**src/sirq_map.vh**
```
// Purpose: offsets, field positions and reset values of the spi event register bank
// Assumes: 32-bit word registers, byte offsets as printed
// Notes:   included by every design file of the bank
`ifndef SIRQ_MAP_VH
`define SIRQ_MAP_VH

// ---------------------------------------------------------------
// register offsets
// ---------------------------------------------------------------
`define SIRQ_OFS_INT_FL     8'h20
`define SIRQ_OFS_INT_EN     8'h24
`define SIRQ_OFS_WAKE_FL    8'h28
`define SIRQ_OFS_WAKE_EN    8'h2C
`define SIRQ_OFS_STAT       8'h30
`define SIRQ_OFS_MODE       8'h34

// ---------------------------------------------------------------
// implemented bit masks and reset values
// ---------------------------------------------------------------
`define SIRQ_EVT_MASK       32'h0000_FB3F
`define SIRQ_WAKE_MASK      32'h0000_000F
`define SIRQ_RST_INT_EN     32'h0000_0000
`define SIRQ_RST_INT_FL     32'h0000_0000
`define SIRQ_RST_WAKE       32'h0000_0000

// ---------------------------------------------------------------
// event, status and mode bit positions
// ---------------------------------------------------------------
`define SIRQ_B_RX_UND       15
`define SIRQ_B_RX_OVR       14
`define SIRQ_B_TX_UND       13
`define SIRQ_B_TX_OVR       12
`define SIRQ_B_M_DONE       11
`define SIRQ_B_ABORT        9
`define SIRQ_B_FAULT        8
`define SIRQ_B_SSD          5
`define SIRQ_B_SSA          4
`define SIRQ_B_RX_FULL      3
`define SIRQ_B_RX_LEVEL     2
`define SIRQ_B_TX_EMPTY     1
`define SIRQ_B_TX_LEVEL     0
`define SIRQ_B_BUSY         0
`define SIRQ_B_MASTER       0

`endif

```
**src/sirq_regs.v**
```verilog
// Purpose: interrupt enable, wake flag, wake enable and status registers of a spi port
// Assumes: plain register port, read data one cycle after the read strobe
// Notes:   event conditions arrive as one-cycle pulses from the serial engine
//
// Strobed register access was chosen for this implementation.
`timescale 1ns/10ps
`include "sirq_map.vh"

module sirq_regs (
   input  wire        sys_clk,
   input  wire        reset,
   input  wire [7:0]  reg_addr,
   input  wire [31:0] reg_wdata,
   input  wire        reg_wr,
   input  wire        reg_rd,
   output wire [31:0] reg_rdata,
   input  wire        ev_rx_und,
   input  wire        ev_rx_ovr,
   input  wire        ev_tx_und,
   input  wire        ev_tx_ovr,
   input  wire        ev_m_done,
   input  wire        ev_abort,
   input  wire        ev_fault,
   input  wire        ev_rx_full,
   input  wire        ev_rx_level,
   input  wire        ev_tx_empty,
   input  wire        ev_tx_level,
   input  wire        tx_start,
   input  wire        last_char_done,
   input  wire        ss_n,
   output wire        irq,
   output wire        wake_req,
   output wire        busy
);

   // ------------------------------------------------------------
   // storage
   // ------------------------------------------------------------
   reg  [31:0] int_en_q;
   reg  [31:0] wake_en_q;
   reg         master_q;
   reg  [31:0] rdata_q;
   reg  [31:0] rdata_d;
   reg         irq_q;
   reg         wake_q;
   reg         busy_q;
   reg  [31:0] ev_set;
   reg  [31:0] wk_set;
   wire [31:0] int_fl;
   wire [31:0] wake_fl;
   wire        busy_w;
   wire        ss_fall;
   wire        ss_rise;

   wire wr_int_en  = reg_wr && (reg_addr == `SIRQ_OFS_INT_EN);
   wire wr_int_fl  = reg_wr && (reg_addr == `SIRQ_OFS_INT_FL);
   wire wr_wake_fl = reg_wr && (reg_addr == `SIRQ_OFS_WAKE_FL);
   wire wr_wake_en = reg_wr && (reg_addr == `SIRQ_OFS_WAKE_EN);
   wire wr_mode    = reg_wr && (reg_addr == `SIRQ_OFS_MODE);

   // ------------------------------------------------------------
   // activity tracking
   // ------------------------------------------------------------
   sirq_activity u_act (
      .sys_clk        (sys_clk),
      .reset          (reset),
      .master_mode    (master_q),
      .tx_start       (tx_start),
      .last_char_done (last_char_done),
      .ss_n           (ss_n),
      .busy           (busy_w),
      .ss_fall        (ss_fall),
      .ss_rise        (ss_rise)
   );

   // ------------------------------------------------------------
   // event set vectors
   // ------------------------------------------------------------
   always @* begin
      ev_set = 32'h0000_0000;
      ev_set[`SIRQ_B_RX_UND]   = ev_rx_und;
      ev_set[`SIRQ_B_RX_OVR]   = ev_rx_ovr;
      ev_set[`SIRQ_B_TX_UND]   = ev_tx_und;
      ev_set[`SIRQ_B_TX_OVR]   = ev_tx_ovr;
      ev_set[`SIRQ_B_M_DONE]   = ev_m_done & master_q;
      ev_set[`SIRQ_B_ABORT]    = ev_abort & ~master_q;
      ev_set[`SIRQ_B_FAULT]    = ev_fault;
      ev_set[`SIRQ_B_SSD]      = ss_rise & ~master_q;
      ev_set[`SIRQ_B_SSA]      = ss_fall & ~master_q;
      ev_set[`SIRQ_B_RX_FULL]  = ev_rx_full;
      ev_set[`SIRQ_B_RX_LEVEL] = ev_rx_level;
      ev_set[`SIRQ_B_TX_EMPTY] = ev_tx_empty;
      ev_set[`SIRQ_B_TX_LEVEL] = ev_tx_level;
      // wake sources share the low four fifo conditions
      wk_set = 32'h0000_0000;
      wk_set[`SIRQ_B_RX_FULL]  = ev_rx_full;
      wk_set[`SIRQ_B_RX_LEVEL] = ev_rx_level;
      wk_set[`SIRQ_B_TX_EMPTY] = ev_tx_empty;
      wk_set[`SIRQ_B_TX_LEVEL] = ev_tx_level;
   end

   // ------------------------------------------------------------
   // sticky flag banks
   // ------------------------------------------------------------
   sirq_w1c_bank #(
      .MASK (`SIRQ_EVT_MASK)
   ) u_int_fl (
      .sys_clk  (sys_clk),
      .reset    (reset),
      .set_in   (ev_set),
      .clr_wr   (wr_int_fl),
      .clr_data (reg_wdata),
      .flags    (int_fl)
   );

   sirq_w1c_bank #(
      .MASK (`SIRQ_WAKE_MASK)
   ) u_wake_fl (
      .sys_clk  (sys_clk),
      .reset    (reset),
      .set_in   (wk_set),
      .clr_wr   (wr_wake_fl),
      .clr_data (reg_wdata),
      .flags    (wake_fl)
   );

   // ------------------------------------------------------------
   // writable control registers
   // ------------------------------------------------------------
   always @(posedge sys_clk) begin
      if (reset) begin
         int_en_q  <= `SIRQ_RST_INT_EN;
         wake_en_q <= `SIRQ_RST_WAKE;
         master_q  <= 1'b0;
      end else begin
         if (wr_int_en) begin
            // bits 15..12, 11, 9, 8, 5..0 stored; rest held at 0
            int_en_q <= reg_wdata & `SIRQ_EVT_MASK;
         end
         if (wr_wake_en) begin
            wake_en_q <= reg_wdata & `SIRQ_WAKE_MASK;
         end
         if (wr_mode) begin
            master_q <= reg_wdata[`SIRQ_B_MASTER];
         end
      end
   end

   // ------------------------------------------------------------
   // read mux, unmapped reads as zero
   // ------------------------------------------------------------
   always @* begin
      case (reg_addr)
         `SIRQ_OFS_INT_FL:  rdata_d = int_fl;
         `SIRQ_OFS_INT_EN:  rdata_d = int_en_q;
         `SIRQ_OFS_WAKE_FL: rdata_d = wake_fl;
         `SIRQ_OFS_WAKE_EN: rdata_d = wake_en_q;
         `SIRQ_OFS_STAT:    rdata_d = {31'h0000_0000, busy_w};
         `SIRQ_OFS_MODE:    rdata_d = {31'h0000_0000, master_q};
         default:           rdata_d = 32'h0000_0000;
      endcase
   end

   // ------------------------------------------------------------
   // registered outputs
   // ------------------------------------------------------------
   always @(posedge sys_clk) begin
      if (reset) begin
         rdata_q <= 32'h0000_0000;
         irq_q   <= 1'b0;
         wake_q  <= 1'b0;
         busy_q  <= 1'b0;
      end else begin
         rdata_q <= reg_rd ? rdata_d : 32'h0000_0000;
         irq_q   <= |(int_fl & int_en_q);
         wake_q  <= |(wake_fl & wake_en_q);
         busy_q  <= busy_w;
      end
   end

   assign reg_rdata = rdata_q;
   assign irq       = irq_q;
   assign wake_req  = wake_q;
   assign busy      = busy_q;

endmodule // sirq_regs

```
**src/sirq_w1c_bank.v**
```verilog
// Purpose: bank of sticky event flags, set by hardware, cleared by writing 1
// Assumes: one clock, synchronous active high reset
// Notes:   a set in the clearing cycle wins
`timescale 1ns/10ps
`include "sirq_map.vh"

module sirq_w1c_bank #(
   parameter [31:0] MASK = 32'h0000_0000
) (
   input  wire        sys_clk,
   input  wire        reset,
   input  wire [31:0] set_in,
   input  wire        clr_wr,
   input  wire [31:0] clr_data,
   output wire [31:0] flags
);

   reg [31:0] flag_q;

   // ------------------------------------------------------------
   // per bit sticky flag
   // ------------------------------------------------------------
   genvar i;
   generate
      for (i = 0; i < 32; i = i + 1) begin : g_bit
         if (MASK[i]) begin : g_impl
            // set wins over clear; fixing the source never clears
            always @(posedge sys_clk) begin
               if (reset) begin
                  flag_q[i] <= 1'b0;
               end else if (set_in[i]) begin
                  flag_q[i] <= 1'b1;
               end else if (clr_wr && clr_data[i]) begin
                  flag_q[i] <= 1'b0;
               end
            end
         end else begin : g_rsvd
            always @(posedge sys_clk) begin
               flag_q[i] <= 1'b0;
            end
         end
      end
   endgenerate

   assign flags = flag_q;

endmodule // sirq_w1c_bank

```
**src/sirq_activity.v**
```verilog
// Purpose: activity indicator that follows master transfers and slave select
// Assumes: slave select input is active low and synchronous to sys_clk
// Notes:   master mode uses start and last-character-done pulses
`timescale 1ns/10ps
`include "sirq_map.vh"

module sirq_activity (
   input  wire sys_clk,
   input  wire reset,
   input  wire master_mode,
   input  wire tx_start,
   input  wire last_char_done,
   input  wire ss_n,
   output wire busy,
   output wire ss_fall,
   output wire ss_rise
);

   reg busy_q;
   reg ss_n_q;

   // ------------------------------------------------------------
   // slave select edge detection
   // ------------------------------------------------------------
   always @(posedge sys_clk) begin
      if (reset) begin
         ss_n_q <= 1'b1;
      end else begin
         ss_n_q <= ss_n;
      end
   end

   assign ss_fall = ss_n_q & ~ss_n;
   assign ss_rise = ~ss_n_q & ss_n;

   // ------------------------------------------------------------
   // busy flag
   // ------------------------------------------------------------
   always @(posedge sys_clk) begin
      if (reset) begin
         busy_q <= 1'b0;
      end else if (master_mode) begin
         if (tx_start) begin
            busy_q <= 1'b1;
         end else if (last_char_done) begin
            busy_q <= 1'b0;
         end
      end else begin
         if (ss_fall) begin
            busy_q <= 1'b1;
         end else if (ss_rise) begin
            busy_q <= 1'b0;
         end
      end
   end

   assign busy = busy_q;

endmodule // sirq_activity

```
**config.mk**
```make
export PLATFORM = sky130hd
export DESIGN_NAME = sirq_regs
export DESIGN_NICKNAME = d
export VERILOG_FILES = /design/src/sirq_regs.v /design/src/sirq_w1c_bank.v /design/src/sirq_activity.v
export VERILOG_INCLUDE_DIRS = /design/src /design/src/src
export SDC_FILE = /design/constraint.sdc
export NUM_CORES = 1
export LEC_CHECK = 0
export ABC_CLOCK_PERIOD_IN_PS = 1300
export BUFFER_PORTS_ARGS = -buffer_cell sky130_fd_sc_hd__clkbuf_2
export CAP_MARGIN = 20
export CORE_MARGIN = 1
export CORE_UTILIZATION = 44
export DETAILED_ROUTE_END_ITERATION = 10
export PLACE_DENSITY = 0.76
export SLEW_MARGIN = 25
export SYNTH_ARGS = -nofsm -noshare
export SYNTH_HDL_FRONTEND = slang
export SYNTH_SLANG_ARGS = --single-unit
```
**constraint.sdc**
```tcl
create_clock -name sys_clk -period 1.3 [get_ports sys_clk]
set_clock_uncertainty 0.15 [all_clocks]
set_input_delay 0.13 -clock sys_clk [delete_from_list [all_inputs] [get_ports sys_clk]]
set_output_delay 0.13 -clock sys_clk [all_outputs]
set_load 0.02 [all_outputs]
```
* After elaboration in Yosys (flattened, before gate mapping)
Index checks and enable logic that the tools add are counted.
W data, S select, Z words.
** Storage, ports and cells
- Flip-flop bits (word level) :: 72
- Output and inout port bits :: 35
- Bits of input ports :: 58
** Cells by class
- Bitwise operators :: 12
- Reduce and logical (&&, ||, !) cells :: 44
- Mux-type cells :: 40
- Equality and inequality tests :: 7
** Operators with widths (number)
- $pmux W16 S6 :: 1
- $reduce_or A32 Y1 :: 2
- $eq A8 B6 Y1 const B :: 6
- $mux W1 :: 39
- $reduce_bool A2 Y1 :: 17
- $logic_and A1 B1 Y1 :: 22
- $and A16 B16 Y16 :: 1
- $and A1 B1 Y1 :: 6
- $and A4 B4 Y4 :: 1
- $not A1 Y1 :: 4
- $ne A3 B3 Y1 const B :: 1
- $reduce_bool A3 Y1 :: 1
- $reduce_and A2 Y1 :: 1
- $reduce_or A2 Y1 :: 1

* Depth between registers and ports, before layout
Gate-level depths: netlist of run 1.
- Depth in word-level cells :: 5
- Mapped depth :: 5
- Mapped depth without buffers :: 3

* Hierarchy
Synthesis of run 1 repeated with hierarchy kept, for this count alone.
** Second synthesis, totals
- Cell total of the unflattened synthesis :: 418
- Area, all modules :: 3666.0 µm²
** By module, submodules not included
- sirq_regs :: area each 2484.9 µm², instances 1, cells each 287
- sirq_w1c_bank (u_int_fl) :: area each 709.4 µm², instances 1, cells each 74
- sirq_w1c_bank (u_wake_fl) :: area each 359.1 µm², instances 1, cells each 45
- sirq_activity :: area each 112.6 µm², instances 1, cells each 12

* Worst setup path before layout of run 1
No wires, ideal clock.
- Path kind :: input port to flip-flop
- From :: input port reg_addr[4]
- To :: register u_int_fl.flag_q[11], in the netlist u_int_fl.flags[11]
- Stages on the path :: 3
- Arrival :: 1.064 ns
- Path slack :: -0.046 ns
- Path through :: or4b_4 -> o41ai_1 -> a21oi_1
** Between the ends
- Longest elaborated chain between the ends :: 4
** RTL lines
- start: declaration :: RTL line sirq_regs.v:12 : input wire [7:0] reg_addr,
- $eq A8 B6 Y1
- $logic_and A1 B1 Y1 :: RTL line sirq_regs.v:56 : wire wr_int_fl = reg_wr && (reg_addr == `SIRQ_OFS_INT_FL);
- $logic_and A1 B1 Y1 :: RTL line sirq_w1c_bank.v:33 : end else if (clr_wr && clr_data[i]) begin
- $reduce_bool A2 Y1 (no line)
- end signal: indexed assignment :: RTL line sirq_w1c_bank.v:30 : flag_q[i] <= 1'b0;
- end signal: indexed assignment :: RTL line sirq_w1c_bank.v:32 : flag_q[i] <= 1'b1;
- end signal: indexed assignment :: RTL line sirq_w1c_bank.v:34 : flag_q[i] <= 1'b0;
- end: declaration :: RTL line sirq_w1c_bank.v:18 : reg [31:0] flag_q;
Every way passes these cells.
A chain may end at the register's enable or synchronous reset.

* Final worst setup path of run 1
- From :: input port reg_wdata[4]
- To :: register u_int_fl.flag_q[4], in the netlist u_int_fl.flags[4]
** Between the ends
- Longest elaborated chain between the ends :: 2
** RTL lines
- start: declaration :: RTL line sirq_regs.v:13 : input wire [31:0] reg_wdata,
- $logic_and A1 B1 Y1 :: RTL line sirq_w1c_bank.v:33
- $reduce_bool A2 Y1 (no line)
Every way passes these cells.

==> reports/summary.txt, run 1 <==
CP endpoint kind - flop
Slew Limit Fails - 0
Worst hold path type - input pin to flop
Nets - 405
Die height - 76.7 um
Syn Std Cell Area - 2450 um2
Mapped Cells - 254
Crit path DAT - 1.28 ns
Most frequent cells in the layout - clkbuf_2 (54), dfxtp_1 (53), dlygate4sd3_1 (27), a311oi_1 (21), buf_4 (20)
Peak supply drop - 0.501 mV
Initial core utilization - 46.8%
CTS Buf Count - 5
Post-Syn Area per Cell - 9.66 um2
CTS clock-pin slew for the worst setup and hold paths - 0.09 ns
Netlist cell types - 38
Core ar. - 5240 um2
Sequential area share after synthesis - 43.2%
Crit start category - input pin
H-Tree Level Count - 2
#FFs+latches synth - 53
Worst Path Max Fanout - 2
Ys async rst share - 0%
Commonest non-fill, non-tap cell in the layout - clkbuf_2
Cell family with most CP delay - buffers and inverters
GRT Resource Usage Total - 21.5%
Crit-path max cell delay - 0.56 ns
Iter 0 DRT Violations - 148
Vias in the first global route - 2088
Final-report setup violation count - 0
Root buffer cell - clkbuf_8
Top Ports - 93
Finished Cell Area - 3280 um2
Status - completed
Static leakage - 1.39 nW
Post-placement setup slack - -0.176 ns
Clk_lat worst skew - 0.31 ns
Remaining antenna violation count after routing - 0
Initial antenna violation count - 0
Worst-path cell chain - dlygate4sd3_1 -> clkbuf_2 -> inv_1 -> o41ai_2 -> a21oi_1
# Max-Cap Violations - 0
Crit path kind - input pin to flop
Row cnt - 26
Port buffer count - 54
Total grt overflow - 0
Final Total Pwr - 0.00330 W
Final RePlAce weighted congestion - 0.890
Fin. Hold Viols - 0
PD cells - 1010 nW/um2
Drt pass-1 iters - 4
Final HPWL DP - 4320 um
Ys flop type - dfxtp_1
Final WL - 6020 um
Required @ worst endpoint - 1.35 ns
CTS max path bufs - 2
Via density - 5.22
First-pass GRT wire length - 9960 um
Layout area overhead - 33.8%
F_max - 0.808 GHz
Share of layout cells above drive strength 1 - 31.9%
CTS tree - yes
Setup bufs post-CTS - 0
Pin count of the biggest net entering global routing - 23
Unrepaired setup endpoints after global routing - false
Clock Sinks - 53
DR WL/cell - 14.4 um
WP buf/inv - 3
N_diodes - 0
Synth Warn # - 0
DIE WIDTH - 76.7 um
Clock period minus worst slack - 1.24 ns
Final period util - 95.2%
Slowest CP cell - dlygate4sd3_1
Via count - 2183
Placed instance area - 2890 um2
EDFF count, synth - 0
DR DRC count - 0
Finished Core Util - 62.7%
Die area - 5880 um2
Final worst setup slack - 0.0627 ns
==> tightest hold or removal path, cell delays in order <==
cell      delay (ns)
clkbuf_2        0.10
buf_4           0.16
a21oi_1         0.05
==> logic make-up after synthesis <==
logic type             after synthesis  synth area share (%)
AND/OR/NAND/NOR                     78                  17.5
flip-flops                          53                  43.2
AO/OA/AOI/OAI                       50                  16.5
buffers and inverters               47                  10.7
multiplexers                        25                  11.9
other                                1                 0.153
==> area by class of cell <==
cell class / count / area, um2
Fill cell: 435 / 1960
Sequential cell: 53 / 1060
Multi-Input combinational cell: 172 / 1240
Clock buffer: 6 / 82.6
Timing Repair Buffer: 103 / 731
Tap cell: 70 / 87.6
Clock inverter: 2 / 37.5
Inverter: 12 / 45.0
==> cell usage after synthesis (all sizes together) (5+ instances only) <==
cell type	number	area, um2
clkbuf	8	30.0
a31o	9	78.8
nor2b	16	100
a22oi	7	52.6
inv	12	45.0
nand2	18	67.6
buf	27	186
nor2	17	66.3
a21oi	5	25.0
a311oi	21	184
mux2i	19	190
nor3	9	45.0
dfxtp	53	1060
==> state kept, by name, indices dropped and copies added, names as in the netlist <==
register / count
u_act.busy: 1
wake_en_q: 4
u_act.ss_n_q: 1
u_int_fl.flags: 13
irq: 1
reg_rdata: 13
u_wake_fl.flags: 4
master_q: 1
wake_req: 1
busy: 1
int_en_q: 13
==> worst paths after layout <==
check	start	endpoint	slack (ns)	cells after the start
worst max-delay path	reg_wdata[4]	u_int_fl.flags[4]	0.06	5
worst min-delay path	reset	u_int_fl.flags[4]	0.03	3
worst max register to register	int_en_q[1]	reg_rdata[1]	0.07	2
worst min register to register	int_en_q[15]	int_en_q[15]	0.34	2
==> where the power goes <==
part | switching [W] | internal [W]
clock network | 0.000536 | 0.000626
logic | 0.000232 | 0.000210
registers | 0.0000330 | 0.00167
total | 0.000801 | 0.00250
==> routing by layer <==
layer | vias to the layer above | track usage, % | share of wire [%]
li1 | 1068 | - | -
met1 | 1025 | 26.8 | 44
met2 | 80 | 36.5 | 49
met3 | 10 | 3.21 | 4.8
met4 | 0 | 9.62 | 2.3
met5 | - | 0 | 0
==> what timing repair did <==
item | CTS | global route
resized for setup | 0 | 1
endpoints found under the hold margin | 36 | 0
endpoints found under the setup margin | 0 | 1
hold buffers | 27 | 0
==> through the flow <==
step / instances / TNS [ns] / hold WS [ns]
6_report: 418 / 0 / 0.0263
5_1_grt: 418 / 0 / 0.0430
4_1_cts: 418 / 0 / 0.0152
3_5_place_dp: 383 / -4.89 / 0.203
3_3_place_gp: 383 / -4.26 / 0.201
2_1_floorplan: 272 / -0.158 / 0.0633
No activity file was read; power rests on OpenSTA's default activity.
==> inputs of run 2 (changes only) <==
--- a/config.mk
+++ b/config.mk
@@ -13,6 +13,8 @@
 export CORE_UTILIZATION = 44
 export DETAILED_ROUTE_END_ITERATION = 10
 export PLACE_DENSITY = 0.76
+export REMOVE_ABC_BUFFERS = 1
+export SKIP_LAST_GASP = 1
 export SLEW_MARGIN = 25
 export SYNTH_ARGS = -nofsm -noshare
 export SYNTH_HDL_FRONTEND = slang
==> run 2 against run 1 <==
Effect of this change: global-route usage rose by 0.50 points; non-clock buffer count increased by 8; clock power down 19%; power shrank 5.7%; highest routed layer unchanged; combinational power increased by 9.1%; critical endpoint is now u_act.busy; via count is 2.3% higher.
==> reports/summary.txt, run 2 (synthesis results as in run 1) <==
R2R cell count - 3
Status - completed
Row cnt - 26
Required @ worst endpoint - 1.34 ns
PD cells - 937 nW/um2
Total grt overflow - 0
Initial antenna violation count - 0
CTS clock-pin slew for the worst setup and hold paths - 0.09 ns
Root buffer cell - clkbuf_8
Static leakage - 1.43 nW
WP buf/inv - 0
Clock Sinks - 53
Share of layout cells above drive strength 1 - 32.1%
N_diodes - 0
DIE WIDTH - 76.7 um
Crit start category - flop
CTS max path bufs - 2
Slowest CP cell - or3b_2
Clock period minus worst slack - 1.28 ns
Final RePlAce weighted congestion - 0.776
Final period util - 98.4%
Die area - 5880 um2
Unrepaired setup endpoints after global routing - true
Worst hold path type - input pin to flop
Vias in the first global route - 2103
Pin count of the biggest net entering global routing - 25
Worst Path Max Fanout - 2
Hold slack - 0.0587 ns
WHS Path Cells - 4
Non-Filler Instances - 425
DR WL/cell - 15.1 um
Commonest non-fill, non-tap cell in the layout - clkbuf_2
Crit path DAT - 1.32 ns
Iter 0 DRT Violations - 195
Drt pass-1 iters - 4
First-pass GRT wire length - 10100 um
Setup bufs post-CTS - 0
Most frequent cells in the layout - clkbuf_2 (54), dfxtp_1 (53), dlygate4sd3_1 (27), buf_4 (25), a311oi_1 (21)
Via count - 2233
DR DRC count - 0
CTS tree - yes
Layout area overhead - 35.4%
WP depth - 3
CTS Buf Count - 5
Initial core utilization - 46.8%
GRT Resource Usage Total - 22.0%
H-Tree Level Count - 2
Peak supply drop - 0.583 mV
Top Ports - 93
Cell Count Post-Placement - 391
Via density - 5.25
Slew Limit Fails - 0
Cell family with most CP delay - simple AND/OR/NAND/NOR gates
Crit path kind - flop to flop
Final HPWL DP - 4460 um
Worst-path cell chain - or3b_2 -> nand3_1 -> o21ai_0
Final WL - 6400 um
F_max - 0.782 GHz
Remaining antenna violation count after routing - 0
Crit-path max cell delay - 0.49 ns
Die height - 76.7 um
Fin. Hold Viols - 0
Nets - 413
Core ar. - 5240 um2
Final-report setup violation count - 0
# Max-Cap Violations - 0
Port buffer count - 54
CP endpoint kind - flop
Clk_lat worst skew - 0.30 ns
## run 2: worst reg2reg max path, cell delays in order, from the launching register on
cell and delay, ns:
dfxtp_1 0.32, or3b_2 0.49, nand3_1 0.11, o21ai_0 0.09
## run 2: stage by stage
stage | power [W] | TNS (ns) | utilization, % | setup WS [ns] | cell area (um2)
2_1_floorplan | 0.00191 | -21.16 | - | -1.00 | 2300
3_3_place_gp | 0.00213 | -5.57 | 56.5 | -0.201 | 2960
3_5_place_dp | 0.00215 | -6.76 | 56.5 | -0.247 | 2960
4_1_cts | 0.00311 | 0 | 63.3 | 0.0508 | 3310
5_1_grt | 0.00324 | -0.0489 | 63.4 | -0.0489 | 3320
6_report | 0.00311 | 0 | 63.4 | 0.0211 | 3320
## run 2: final timing paths
path | slack (ns) | from | endpoint
worst max-delay path | 0.02 | master_q | u_act.busy
worst min-delay path | 0.06 | reset | reg_rdata[0]
worst max register to register | 0.02 | master_q | u_act.busy
worst min register to register | 0.33 | int_en_q[2] | int_en_q[2]
## run 2: power breakdown
group	leakage (nW)	switching, W	internal [W]
combinational	0.952	0.000241	0.000240
clock	0.0443	0.000510	0.000424
sequential	0.433	0.0000331	0.00167
total	1.43	0.000784	0.00233
## run 2: final cells by class
class	instances	area [um2]
fillers	442	1920
inverters	12	45.0
flip-flops and latches	53	1060
clock buffers	7	86.3
multi-input cells	172	1210
repair buffers	111	828
well taps	70	87.6
## run 2: per-layer routing
metal | vias up | part of all wire, % | GRT usage, %
li1 | 1089 | - | -
met2 | 80 | 50 | 36.7
met3 | 13 | 4.7 | 4.29
met1 | 1051 | 43 | 27.5
met5 | - | 0 | 0
met4 | 0 | 2.5 | 9.42
## run 2: timing repair
action | in CTS | in global routing
endpoints found under the setup margin | 0 | 7
hold endpoints to repair | 33 | 0
resized for setup | 0 | 1
hold buffers | 27 | 0
